<file path="config.mk">
export PLATFORM = sky130hd
export DESIGN_NAME = fsc_controller
export DESIGN_NICKNAME = d
export VERILOG_FILES = /design/src/fsc_pkg.sv /design/src/fsc_access.sv /design/src/fsc_controller.sv
export SDC_FILE = /design/constraint.sdc
export NUM_CORES = 1
export LEC_CHECK = 0
export ABC_AREA = 0
export BUFFER_PORTS_ARGS = -buffer_cell sky130_fd_sc_hd__buf_2
export CORE_MARGIN = 2
export CORE_UTILIZATION = 42
export DETAILED_ROUTE_END_ITERATION = 16
export PLACE_DENSITY = 0.68
export SYNTH_ARGS = -nofsm -noshare
export SYNTH_HDL_FRONTEND = slang
export SYNTH_SLANG_ARGS = --single-unit
</file>
<file path="constraint.sdc">
create_clock -name ref_clk -period 3.7 [get_ports ref_clk]
set_clock_uncertainty 0.1 [all_clocks]
set_input_delay 0.185 -clock ref_clk [delete_from_list [all_inputs] [get_ports ref_clk]]
set_output_delay 0.185 -clock ref_clk [all_outputs]
set_load 0.1 [all_outputs]
</file>
<file path="src/fsc_pkg.sv">
// constants and link types for the flash self-write controller
// assumes a device that takes one register or table access at a time and answers with ack
package fsc_pkg;

    // timing: the long program/erase cycle stalls the device for about 2 ms
    localparam int CLK_PERIOD_PS = 4000;
    localparam longint PROG_TIME_PS = 64'd2_000_000_000;
    localparam int PROG_CYCLES = int'(PROG_TIME_PS / CLK_PERIOD_PS);

    // geometry
    localparam int ROW_BYTES = 64;
    localparam int ROW_BITS = 6;
    localparam int BLOCK_BITS = 10;
    localparam int PTR_W = 22;

    // device control register fields
    localparam int CTL_ERASE_BIT = 4;
    localparam int CTL_ERROR_BIT = 3;
    localparam int CTL_WRITE_ENABLE_BIT_BIT = 2;
    localparam int CTL_START_BIT = 1;
    localparam int IRQ_GLOBAL_BIT = 7;
    localparam logic [7:0] UNLOCK_KEY_1 = 8'h55;
    localparam logic [7:0] UNLOCK_KEY_2 = 8'haa;

    // software register offsets (byte addresses)
    localparam logic [7:0] REG_CMD = 8'h00;
    localparam logic [7:0] REG_ADDR = 8'h04;
    localparam logic [7:0] REG_BUF_IDX = 8'h08;
    localparam logic [7:0] REG_BUF_DATA = 8'h0c;
    localparam logic [7:0] REG_STATUS = 8'h10;

    // command register fields
    localparam int CMD_PROGRAM_BIT = 0;
    localparam int CMD_ERASE_BIT = 1;
    localparam int CMD_ERASE_FIRST_BIT = 2;
    localparam int CMD_VERIFY_BIT = 3;

    // status register fields
    localparam int ST_BUSY_BIT = 0;
    localparam int ST_DONE_BIT = 1;
    localparam int ST_WERR_BIT = 2;
    localparam int ST_VFAIL_BIT = 3;
    localparam int ST_OVERRUN_BIT = 4;
    localparam int ST_ROW_LSB = 8;
    localparam int ST_CTL_LSB = 16;

    typedef enum logic [2:0] {
        FSC_OP_REG_WR,
        FSC_OP_REG_RD,
        FSC_OP_TBL_WR,
        FSC_OP_TBL_WR_INC,
        FSC_OP_TBL_RD_INC
    } fsc_op_t;

    typedef enum logic [2:0] {
        FSC_SEL_PTR_UPPER,
        FSC_SEL_PTR_HIGH,
        FSC_SEL_PTR_LOW,
        FSC_SEL_BYTE_LATCH,
        FSC_SEL_IRQ_CTL,
        FSC_SEL_UNLOCK_KEY,
        FSC_SEL_WRITE_CTL
    } fsc_sel_t;

    typedef struct packed {
        logic req;
        fsc_op_t op;
        fsc_sel_t sel;
        logic [7:0] wdata;
    } fsc_dev_req_t;

    typedef struct packed {
        logic ack;
        logic [7:0] rdata;
    } fsc_dev_rsp_t;

endpackage

</file>
<file path="src/fsc_access.sv">
// one access to the device: request held until ack, then a gap cycle
// assumes the device drops ack in the cycle after it gave it
`timescale 1ns/1ps
module fsc_access
    import fsc_pkg::*;
#(
    parameter int STALL_LIMIT = 2 * PROG_CYCLES
) (
    input wire logic ref_clk,
    input wire logic rst,
    input wire logic start,
    input wire fsc_dev_req_t cmd,
    output fsc_dev_req_t dev_req,
    input wire fsc_dev_rsp_t dev_rsp,
    output logic done,
    output logic [7:0] rdata,
    output logic overrun
);

    logic gap;
    logic [31:0] wait_cnt;

    always_ff @(posedge ref_clk) begin
        if (rst) begin
            dev_req <= '0;
            done <= 1'b0;
            rdata <= 8'h00;
            gap <= 1'b0;
        end else begin
            done <= 1'b0;
            gap <= 1'b0;
            if (dev_req.req && dev_rsp.ack) begin
                dev_req.req <= 1'b0;
                rdata <= dev_rsp.rdata;
                done <= 1'b1;
                gap <= 1'b1;
            end else if (!dev_req.req && !gap && start) begin
                dev_req <= cmd;
                dev_req.req <= 1'b1;
            end
        end
    end

    // a stuck long write would hang the controller silently; flag it instead
    always_ff @(posedge ref_clk) begin
        if (rst) begin
            wait_cnt <= 32'h0000_0000;
            overrun <= 1'b0;
        end else if (!dev_req.req) begin
            wait_cnt <= 32'h0000_0000;
        end else begin
            wait_cnt <= wait_cnt + 32'h0000_0001;
            if (wait_cnt == 32'(STALL_LIMIT)) begin
                overrun <= 1'b1;
            end
        end
    end

endmodule

</file>
<file path="src/fsc_controller.sv">
// flash self-write controller: software loads a 64-byte row and a target address over
// wishbone, then the controller drives the device through erase, fill, unlock, program, verify
// assumes a device on the fsc_dev_req_t / fsc_dev_rsp_t link that stalls its ack during long writes
`timescale 1ns/1ps
module fsc_controller
    import fsc_pkg::*;
#(
    parameter int STALL_LIMIT = 2 * PROG_CYCLES,
    parameter int ROW_LEN = ROW_BYTES
) (
    input wire logic ref_clk,
    input wire logic rst,
    input wire logic wb_cyc_i,
    input wire logic wb_stb_i,
    input wire logic wb_we_i,
    input wire logic [7:0] wb_adr_i,
    input wire logic [3:0] wb_sel_i,
    input wire logic [31:0] wb_dat_i,
    output logic [31:0] wb_dat_o,
    output logic wb_ack_o,
    output fsc_dev_req_t dev_req,
    input wire fsc_dev_rsp_t dev_rsp
);

    typedef enum {
        S_IDLE, S_PTR_U, S_PTR_H, S_PTR_L, S_FILL_LAT, S_FILL_TBL, S_ARM_CTL, S_IRQ_RD,
        S_IRQ_OFF, S_KEY1, S_KEY2, S_START, S_IRQ_ON, S_CTL_OFF, S_ERR_RD, S_VER_TBL,
        S_VER_LAT, S_DONE
    } fsc_state_t;

    typedef enum {
        FOR_ERASE, FOR_FILL, FOR_VERIFY
    } fsc_ptr_use_t;

    localparam logic [ROW_BITS-1:0] LAST_IDX = ROW_BITS'(ROW_LEN - 1);

    fsc_state_t state;
    fsc_ptr_use_t ptr_for;
    logic [7:0] row_buf [ROW_LEN];
    logic [ROW_BITS-1:0] buf_idx;
    logic [ROW_BITS-1:0] idx;
    logic [PTR_W-1:0] target;
    logic [3:0] cmd_bits;
    logic go;
    logic busy;
    logic done_flag;
    logic werr_flag;
    logic vfail_flag;
    logic [7:0] saved_irq;
    logic [7:0] last_ctl;
    logic acc_busy;
    logic acc_start;
    logic acc_done;
    logic acc_overrun;
    logic [7:0] acc_rdata;
    fsc_dev_req_t acc_cmd;
    logic [PTR_W-1:0] ptr_val;
    logic wb_req;
    logic wb_wr;
    logic erase_phase;

    assign wb_req = wb_cyc_i && wb_stb_i && !wb_ack_o;
    assign wb_wr = wb_req && wb_we_i && wb_sel_i[0];
    assign erase_phase = (ptr_for == FOR_ERASE);

    // erase keeps the raw target since the device drops the low bits itself
    always_comb begin
        if (erase_phase) begin
            ptr_val = target;
        end else begin
            ptr_val = {target[PTR_W-1:ROW_BITS], ROW_BITS'(0)};
        end
    end

    // wishbone slave: one wait state, every address answered
    always_ff @(posedge ref_clk) begin
        if (rst) begin
            wb_ack_o <= 1'b0;
            wb_dat_o <= 32'h0000_0000;
        end else begin
            wb_ack_o <= wb_req;
            wb_dat_o <= 32'h0000_0000;
            if (wb_req && !wb_we_i) begin
                case (wb_adr_i)
                    REG_CMD: wb_dat_o <= {28'h0000000, cmd_bits};
                    REG_ADDR: wb_dat_o <= {10'h000, target};
                    REG_BUF_IDX: wb_dat_o <= {26'h0000000, buf_idx};
                    REG_BUF_DATA: wb_dat_o <= {24'h000000, row_buf[buf_idx]};
                    REG_STATUS: begin
                        wb_dat_o[ST_BUSY_BIT] <= busy;
                        wb_dat_o[ST_DONE_BIT] <= done_flag;
                        wb_dat_o[ST_WERR_BIT] <= werr_flag;
                        wb_dat_o[ST_VFAIL_BIT] <= vfail_flag;
                        wb_dat_o[ST_OVERRUN_BIT] <= acc_overrun;
                        wb_dat_o[ST_ROW_LSB +: 4] <= target[BLOCK_BITS-1:ROW_BITS];
                        wb_dat_o[ST_CTL_LSB +: 8] <= last_ctl;
                    end
                    default: wb_dat_o <= 32'h0000_0000;
                endcase
            end
        end
    end

    // command register; a command while busy is dropped
    always_ff @(posedge ref_clk) begin
        if (rst) begin
            cmd_bits <= 4'h0;
            go <= 1'b0;
        end else begin
            go <= 1'b0;
            if (wb_wr && wb_adr_i == REG_CMD && !busy && !go) begin
                cmd_bits <= wb_dat_i[3:0];
                go <= wb_dat_i[CMD_PROGRAM_BIT] || wb_dat_i[CMD_ERASE_BIT];
            end
        end
    end

    // target address; advances one row after each good program so 16 refills cover a block
    always_ff @(posedge ref_clk) begin
        if (rst) begin
            target <= '0;
        end else if (state == S_DONE && cmd_bits[CMD_PROGRAM_BIT] && !werr_flag) begin
            target <= target + PTR_W'(ROW_LEN);
        end else if (wb_wr && wb_adr_i == REG_ADDR && !busy) begin
            target <= wb_dat_i[PTR_W-1:0];
        end
    end

    // source row kept in flops; software writes are locked out while a sequence runs
    always_ff @(posedge ref_clk) begin
        if (rst) begin
            buf_idx <= '0;
        end else if (wb_wr && wb_adr_i == REG_BUF_IDX && !busy) begin
            buf_idx <= wb_dat_i[ROW_BITS-1:0];
        end else if (wb_wr && wb_adr_i == REG_BUF_DATA && !busy) begin
            buf_idx <= buf_idx + ROW_BITS'(1);
        end
    end

    for (genvar i = 0; i < ROW_LEN; i++) begin : g_row
        always_ff @(posedge ref_clk) begin
            if (rst) begin
                row_buf[i] <= 8'h00;
            end else if (wb_wr && wb_adr_i == REG_BUF_DATA && !busy && buf_idx == ROW_BITS'(i)) begin
                row_buf[i] <= wb_dat_i[7:0];
            end
        end
    end

    // one device access per access state, issued on entry
    assign acc_start = !acc_busy && state != S_IDLE && state != S_DONE;

    always_comb begin
        acc_cmd = '0;
        acc_cmd.op = FSC_OP_REG_WR;
        acc_cmd.sel = FSC_SEL_WRITE_CTL;
        case (state)
            S_PTR_U: begin
                acc_cmd.sel = FSC_SEL_PTR_UPPER;
                acc_cmd.wdata = 8'(ptr_val[PTR_W-1:16]);
            end
            S_PTR_H: begin
                acc_cmd.sel = FSC_SEL_PTR_HIGH;
                acc_cmd.wdata = ptr_val[15:8];
            end
            S_PTR_L: begin
                acc_cmd.sel = FSC_SEL_PTR_LOW;
                acc_cmd.wdata = ptr_val[7:0];
            end
            S_FILL_LAT: begin
                acc_cmd.sel = FSC_SEL_BYTE_LATCH;
                acc_cmd.wdata = row_buf[idx];
            end
            S_FILL_TBL: begin
                // last byte leaves the pointer on the row's final byte
                acc_cmd.op = (idx == LAST_IDX) ? FSC_OP_TBL_WR : FSC_OP_TBL_WR_INC;
            end
            S_ARM_CTL: begin
                acc_cmd.wdata[CTL_WRITE_ENABLE_BIT_BIT] = 1'b1;
                acc_cmd.wdata[CTL_ERASE_BIT] = erase_phase;
            end
            S_IRQ_RD: begin
                acc_cmd.op = FSC_OP_REG_RD;
                acc_cmd.sel = FSC_SEL_IRQ_CTL;
            end
            S_IRQ_OFF: begin
                acc_cmd.sel = FSC_SEL_IRQ_CTL;
                acc_cmd.wdata = saved_irq;
                acc_cmd.wdata[IRQ_GLOBAL_BIT] = 1'b0;
            end
            S_KEY1: begin
                acc_cmd.sel = FSC_SEL_UNLOCK_KEY;
                acc_cmd.wdata = UNLOCK_KEY_1;
            end
            S_KEY2: begin
                acc_cmd.sel = FSC_SEL_UNLOCK_KEY;
                acc_cmd.wdata = UNLOCK_KEY_2;
            end
            S_START: begin
                acc_cmd.wdata[CTL_WRITE_ENABLE_BIT_BIT] = 1'b1;
                acc_cmd.wdata[CTL_ERASE_BIT] = erase_phase;
                acc_cmd.wdata[CTL_START_BIT] = 1'b1;
            end
            S_IRQ_ON: begin
                acc_cmd.sel = FSC_SEL_IRQ_CTL;
                acc_cmd.wdata = saved_irq;
            end
            S_CTL_OFF: begin
                acc_cmd.wdata = 8'h00;
            end
            S_ERR_RD: begin
                acc_cmd.op = FSC_OP_REG_RD;
            end
            S_VER_TBL: begin
                acc_cmd.op = FSC_OP_TBL_RD_INC;
            end
            S_VER_LAT: begin
                acc_cmd.op = FSC_OP_REG_RD;
                acc_cmd.sel = FSC_SEL_BYTE_LATCH;
            end
            default: begin
                acc_cmd.wdata = 8'h00;
            end
        endcase
    end

    always_ff @(posedge ref_clk) begin
        if (rst) begin
            acc_busy <= 1'b0;
        end else if (acc_done) begin
            acc_busy <= 1'b0;
        end else if (acc_start) begin
            acc_busy <= 1'b1;
        end
    end

    // sequence state; the unlock pair and start go out with nothing in between
    always_ff @(posedge ref_clk) begin
        if (rst) begin
            state <= S_IDLE;
            ptr_for <= FOR_FILL;
            idx <= '0;
        end else begin
            case (state)
                S_IDLE: begin
                    if (go) begin
                        idx <= '0;
                        state <= S_PTR_U;
                        if (cmd_bits[CMD_ERASE_BIT] || cmd_bits[CMD_ERASE_FIRST_BIT]) begin
                            ptr_for <= FOR_ERASE;
                        end else begin
                            ptr_for <= FOR_FILL;
                        end
                    end
                end
                S_PTR_U: if (acc_done) state <= S_PTR_H;
                S_PTR_H: if (acc_done) state <= S_PTR_L;
                S_PTR_L: begin
                    if (acc_done) begin
                        idx <= '0;
                        case (ptr_for)
                            FOR_ERASE: state <= S_ARM_CTL;
                            FOR_FILL: state <= S_FILL_LAT;
                            default: state <= S_VER_TBL;
                        endcase
                    end
                end
                S_FILL_LAT: if (acc_done) state <= S_FILL_TBL;
                S_FILL_TBL: begin
                    if (acc_done) begin
                        if (idx == LAST_IDX) begin
                            state <= S_ARM_CTL;
                        end else begin
                            idx <= idx + ROW_BITS'(1);
                            state <= S_FILL_LAT;
                        end
                    end
                end
                S_ARM_CTL: if (acc_done) state <= S_IRQ_RD;
                S_IRQ_RD: if (acc_done) state <= S_IRQ_OFF;
                S_IRQ_OFF: if (acc_done) state <= S_KEY1;
                S_KEY1: if (acc_done) state <= S_KEY2;
                S_KEY2: if (acc_done) state <= S_START;
                // ack comes back only after the device's timed long write ends
                S_START: if (acc_done) state <= S_IRQ_ON;
                S_IRQ_ON: if (acc_done) state <= S_CTL_OFF;
                S_CTL_OFF: if (acc_done) state <= S_ERR_RD;
                S_ERR_RD: begin
                    if (acc_done) begin
                        if (acc_rdata[CTL_ERROR_BIT]) begin
                            state <= S_DONE;
                        end else if (erase_phase && cmd_bits[CMD_PROGRAM_BIT]) begin
                            ptr_for <= FOR_FILL;
                            state <= S_PTR_U;
                        end else if (!erase_phase && cmd_bits[CMD_VERIFY_BIT]) begin
                            ptr_for <= FOR_VERIFY;
                            state <= S_PTR_U;
                        end else begin
                            state <= S_DONE;
                        end
                    end
                end
                S_VER_TBL: if (acc_done) state <= S_VER_LAT;
                S_VER_LAT: begin
                    if (acc_done) begin
                        if (idx == LAST_IDX) begin
                            state <= S_DONE;
                        end else begin
                            idx <= idx + ROW_BITS'(1);
                            state <= S_VER_TBL;
                        end
                    end
                end
                S_DONE: state <= S_IDLE;
                default: state <= S_IDLE;
            endcase
        end
    end

    always_ff @(posedge ref_clk) begin
        if (rst) begin
            saved_irq <= 8'h00;
            last_ctl <= 8'h00;
        end else if (acc_done && state == S_IRQ_RD) begin
            saved_irq <= acc_rdata;
        end else if (acc_done && state == S_ERR_RD) begin
            last_ctl <= acc_rdata;
        end
    end

    // status flags; a new command clears them, which cannot meet a set since go waits for idle
    always_ff @(posedge ref_clk) begin
        if (rst) begin
            busy <= 1'b0;
            done_flag <= 1'b0;
            werr_flag <= 1'b0;
            vfail_flag <= 1'b0;
        end else begin
            if (go) begin
                busy <= 1'b1;
                done_flag <= 1'b0;
                werr_flag <= 1'b0;
                vfail_flag <= 1'b0;
            end
            if (state == S_DONE) begin
                busy <= 1'b0;
                done_flag <= 1'b1;
            end
            if (acc_done && state == S_ERR_RD && acc_rdata[CTL_ERROR_BIT]) begin
                werr_flag <= 1'b1;
            end
            if (acc_done && state == S_VER_LAT && acc_rdata != row_buf[idx]) begin
                vfail_flag <= 1'b1;
            end
        end
    end

    fsc_access #(
        .STALL_LIMIT(STALL_LIMIT)
    ) u_access (
        .ref_clk(ref_clk),
        .rst(rst),
        .start(acc_start),
        .cmd(acc_cmd),
        .dev_req(dev_req),
        .dev_rsp(dev_rsp),
        .done(acc_done),
        .rdata(acc_rdata),
        .overrun(acc_overrun)
    );

endmodule

</file>
==> impl_metrics.json <==
{
  "status": "complete, no violations",
  "die-area_um2": 86000,
  "hold_violations": 0,
  "cts-htree-levels": 3,
  "synth_area_um2": 35100,
  "slew_violations": 0,
  "synth.most_common_cell": "edfxtp_1",
  "synthCells": 2721,
  "grt_pass1_vias": 24900,
  "irDropWorstVdd_uv": 367,
  "placed_cells": 3852,
  "routedWlPerCell_um": 27.6,
  "drcViolationCount": 0,
  "required_ns": 4.10,
  "ys_types": 72,
  "cp-start-kind": "flip-flop",
  "fp.dieW_um": 293,
  "portBuffers": 84,
  "synth_top_area_share_pct": 43.8,
  "nFillCells": 7146,
  "ctsResizeCount": 0,
  "fin_setup_tns_ns": 0,
  "finish.utilization_pct": 48.4,
  "overflow": 0,
  "relSlewSlack_pct": 32.3,
  "worstMarginPinSlew_ns": 1.01,
  "start_util_pct": 42.2,
  "final_area_um2": 40300,
  "rsz0062_at_grt": "no",
  "finalNetCount": 2950,
  "hold_path_end": "row_buf[54][0]$_SDFFCE_PN0P_",
  "cts_buffers": 72,
  "async_flop_share_pct": 0,
  "gp_congestion": 0.979,
  "leakage_nw": 13.8,
  "ios": 106,
  "synth.area.top_cells": "edfxtp_1 (44%), mux4_2 (18%), dfxtp_1 (9.2%)",
  "min_path_type": "input pin to flip-flop",
  "synth_common_cells": "edfxtp_1 (512), and2_1 (460), mux4_2 (288)",
  "firstDrtPassIters": 7,
  "cp_max_fo": 13,
  "synth-edff-count": 512,
  "synth_warnings": 0,
  "layout_setup_ws_ns": 0.0233,
  "holdWs_ns": 0.0558,
  "setup_viol": 0,
  "placed_area_um2": 37600,
  "power.density_cell_area_nw_per_um2": 453,
  "r2r_slack_ns": 0.02,
  "worstSetupPathType": "flip-flop to flip-flop",
  "clock_sinks": 673,
  "design.core.area_um2": 83300,
  "root_buffer": "clkbuf_16",
  "instances_no_fill": 4024,
  "via_per_inst": 6.27,
  "clk_path_buf_depth": 3,
  "die_h_um": 293,
  "antenna_found_initial": 4,
  "synth_flop_cell": "edfxtp_1",
  "num_rows": 106,
  "max_clock_freq_mhz": 272,
  "avgSynthCellArea_um2": 12.9,
  "track_usage_pct": 25.6,
  "cp-end-kind": "flip-flop",
  "cts_tree": "done",
  "whs_path_depth": 2,
  "maxCapViolations": 0,
  "cp.arrival_ns": 4.08,
  "grt_max_degree": 78,
  "via_count": 25200,
  "r2r-end": "vfail_flag$_SDFFE_PP0P_",
  "min_period_ns": 3.68,
  "place_ws_ns": 0.233,
  "clk_latency_ns": 0.63,
  "layout-drive-gt1-share_pct": 23.8,
  "clk_pin_slew_ns": 0.06,
  "ff2ff_path_depth": 9,
  "dpl.hpwl_mm": 78.7,
  "yosysSeqAreaShare_pct": 52.9,
  "post_cts_buffers": 0,
  "p_total_mw": 18.2,
  "synth_top_area_cell": "edfxtp_1",
  "drt_iter0_drc": 3229,
  "ys_ff_latch": 673,
  "worstHoldStart": "wb_dat_i[0]",
  "routed_wl_mm": 111,
  "grt_pass1_wl_mm": 162,
  "ant_nets": 0,
  "synthToLayoutAreaGrowth_pct": 14.7,
  "min_period_over_period_pct": 99.4
}
-- critical path: stages (launching register included) --
cell and delay, ns:
dfxtp_4 0.60, buf_4 0.30, mux4_2 0.30, mux2i_1 0.08, o21ai_0 0.63, nand2_1 0.12, a311oi_1 0.67, xnor2_1 0.20
nand2_1 0.12, o41a_1 0.41
-- final cells by class --
class | instances | area [um^2] | area share [%]
antenna | 2 | 5.00 | 0.0124
clock buffer | 95 | 1970 | 4.89
clock inverter | 37 | 369 | 0.916
inverter | 21 | 78.8 | 0.196
multi-input combinational | 1795 | 15400 | 38.3
sequential | 673 | 18600 | 46.2
tap | 1080 | 1350 | 3.35
timing repair buffer | 321 | 2480 | 6.16
-- kinds of logic after synthesis --
kind of cell	after synthesis	share of synthesized area [%]
adder cells (fa/ha/maj)	8	0.285
other	1	0.0107
XOR/XNOR	35	0.872
AO/OA/AOI/OAI	335	5.99
flip-flops	673	52.9
multiplexers	361	20.6
buffers and inverters	260	3.27
AND/OR/NAND/NOR	1048	16.1
-- sequential cells by signal, indices dropped and copies added, names as in the netlist, named ones only --
signal	count
row_buf	512
u_access.wait_cnt	32
wb_dat_o	24
target	22
u_access.dev_req	15
last_ctl	8
saved_irq	8
u_access.rdata	8
buf_idx	6
idx	6
state	5
cmd_bits	4
ptr_for	2
acc_busy	1
busy	1
done_flag	1
go	1
u_access.done	1
u_access.overrun	1
vfail_flag	1
wb_ack_o	1
werr_flag	1
-- per-layer routing --
| metal | track usage, % | vias to the layer above | part of all wire [%] |
|---|---|---|---|
| met5 | 0 | - | 0 |
| met4 | 11.0 | 0 | 4.7 |
| met3 | 5.17 | 288 | 10 |
| met2 | 41.5 | 1585 | 47 |
| met1 | 33.5 | 12700 | 38 |
| li1 | - | 10600 | - |
-- worst max path at each step --
stage                   startpoint                     endpoint  slack [ns]
6_report                 flip-flop      vfail_flag$_SDFFE_PP0P_        0.02
5_1_grt                  flip-flop      vfail_flag$_SDFFE_PP0P_        0.01
4_1_cts                  flip-flop      vfail_flag$_SDFFE_PP0P_        0.20
3_5_place_dp             flip-flop      vfail_flag$_SDFFE_PP0P_        0.23
3_3_place_gp             flip-flop      vfail_flag$_SDFFE_PP0P_        0.18
2_1_floorplan  wb_ack_o$_SDFF_PP0_  row_buf[0][0]$_SDFFCE_PN0P_        0.49
-- power by group --
part           switching, mW  internal (mW)  leakage (nW)
sequential             0.235           8.39          6.49
clock                   3.10           4.14          1.13
combinational           1.64          0.733          6.16
total                   4.97           13.3          13.8
-- repair_timing --
action                                 4_1_cts  5_1_grt
hold buffers                                38        0
endpoints found under the hold margin       41        0
setup endpoints to repair                    0        0
-- cell usage in the layout (no fill, tap or decap), drive strengths merged, types with 23 or more instances in the layout --
master,count
clkinv,25
nand2,127
o21ai,107
nand3,55
buf,283
clkbuf,95
dlygate4sd3,38
mux4,288
dfxtp,161
edfxtp,512
nor2,185
and2,461
and3,28
nor3,96
a21oi,89
mux2i,69
inv,23
a22oi,24
Power figures use the tool's default switching activity.
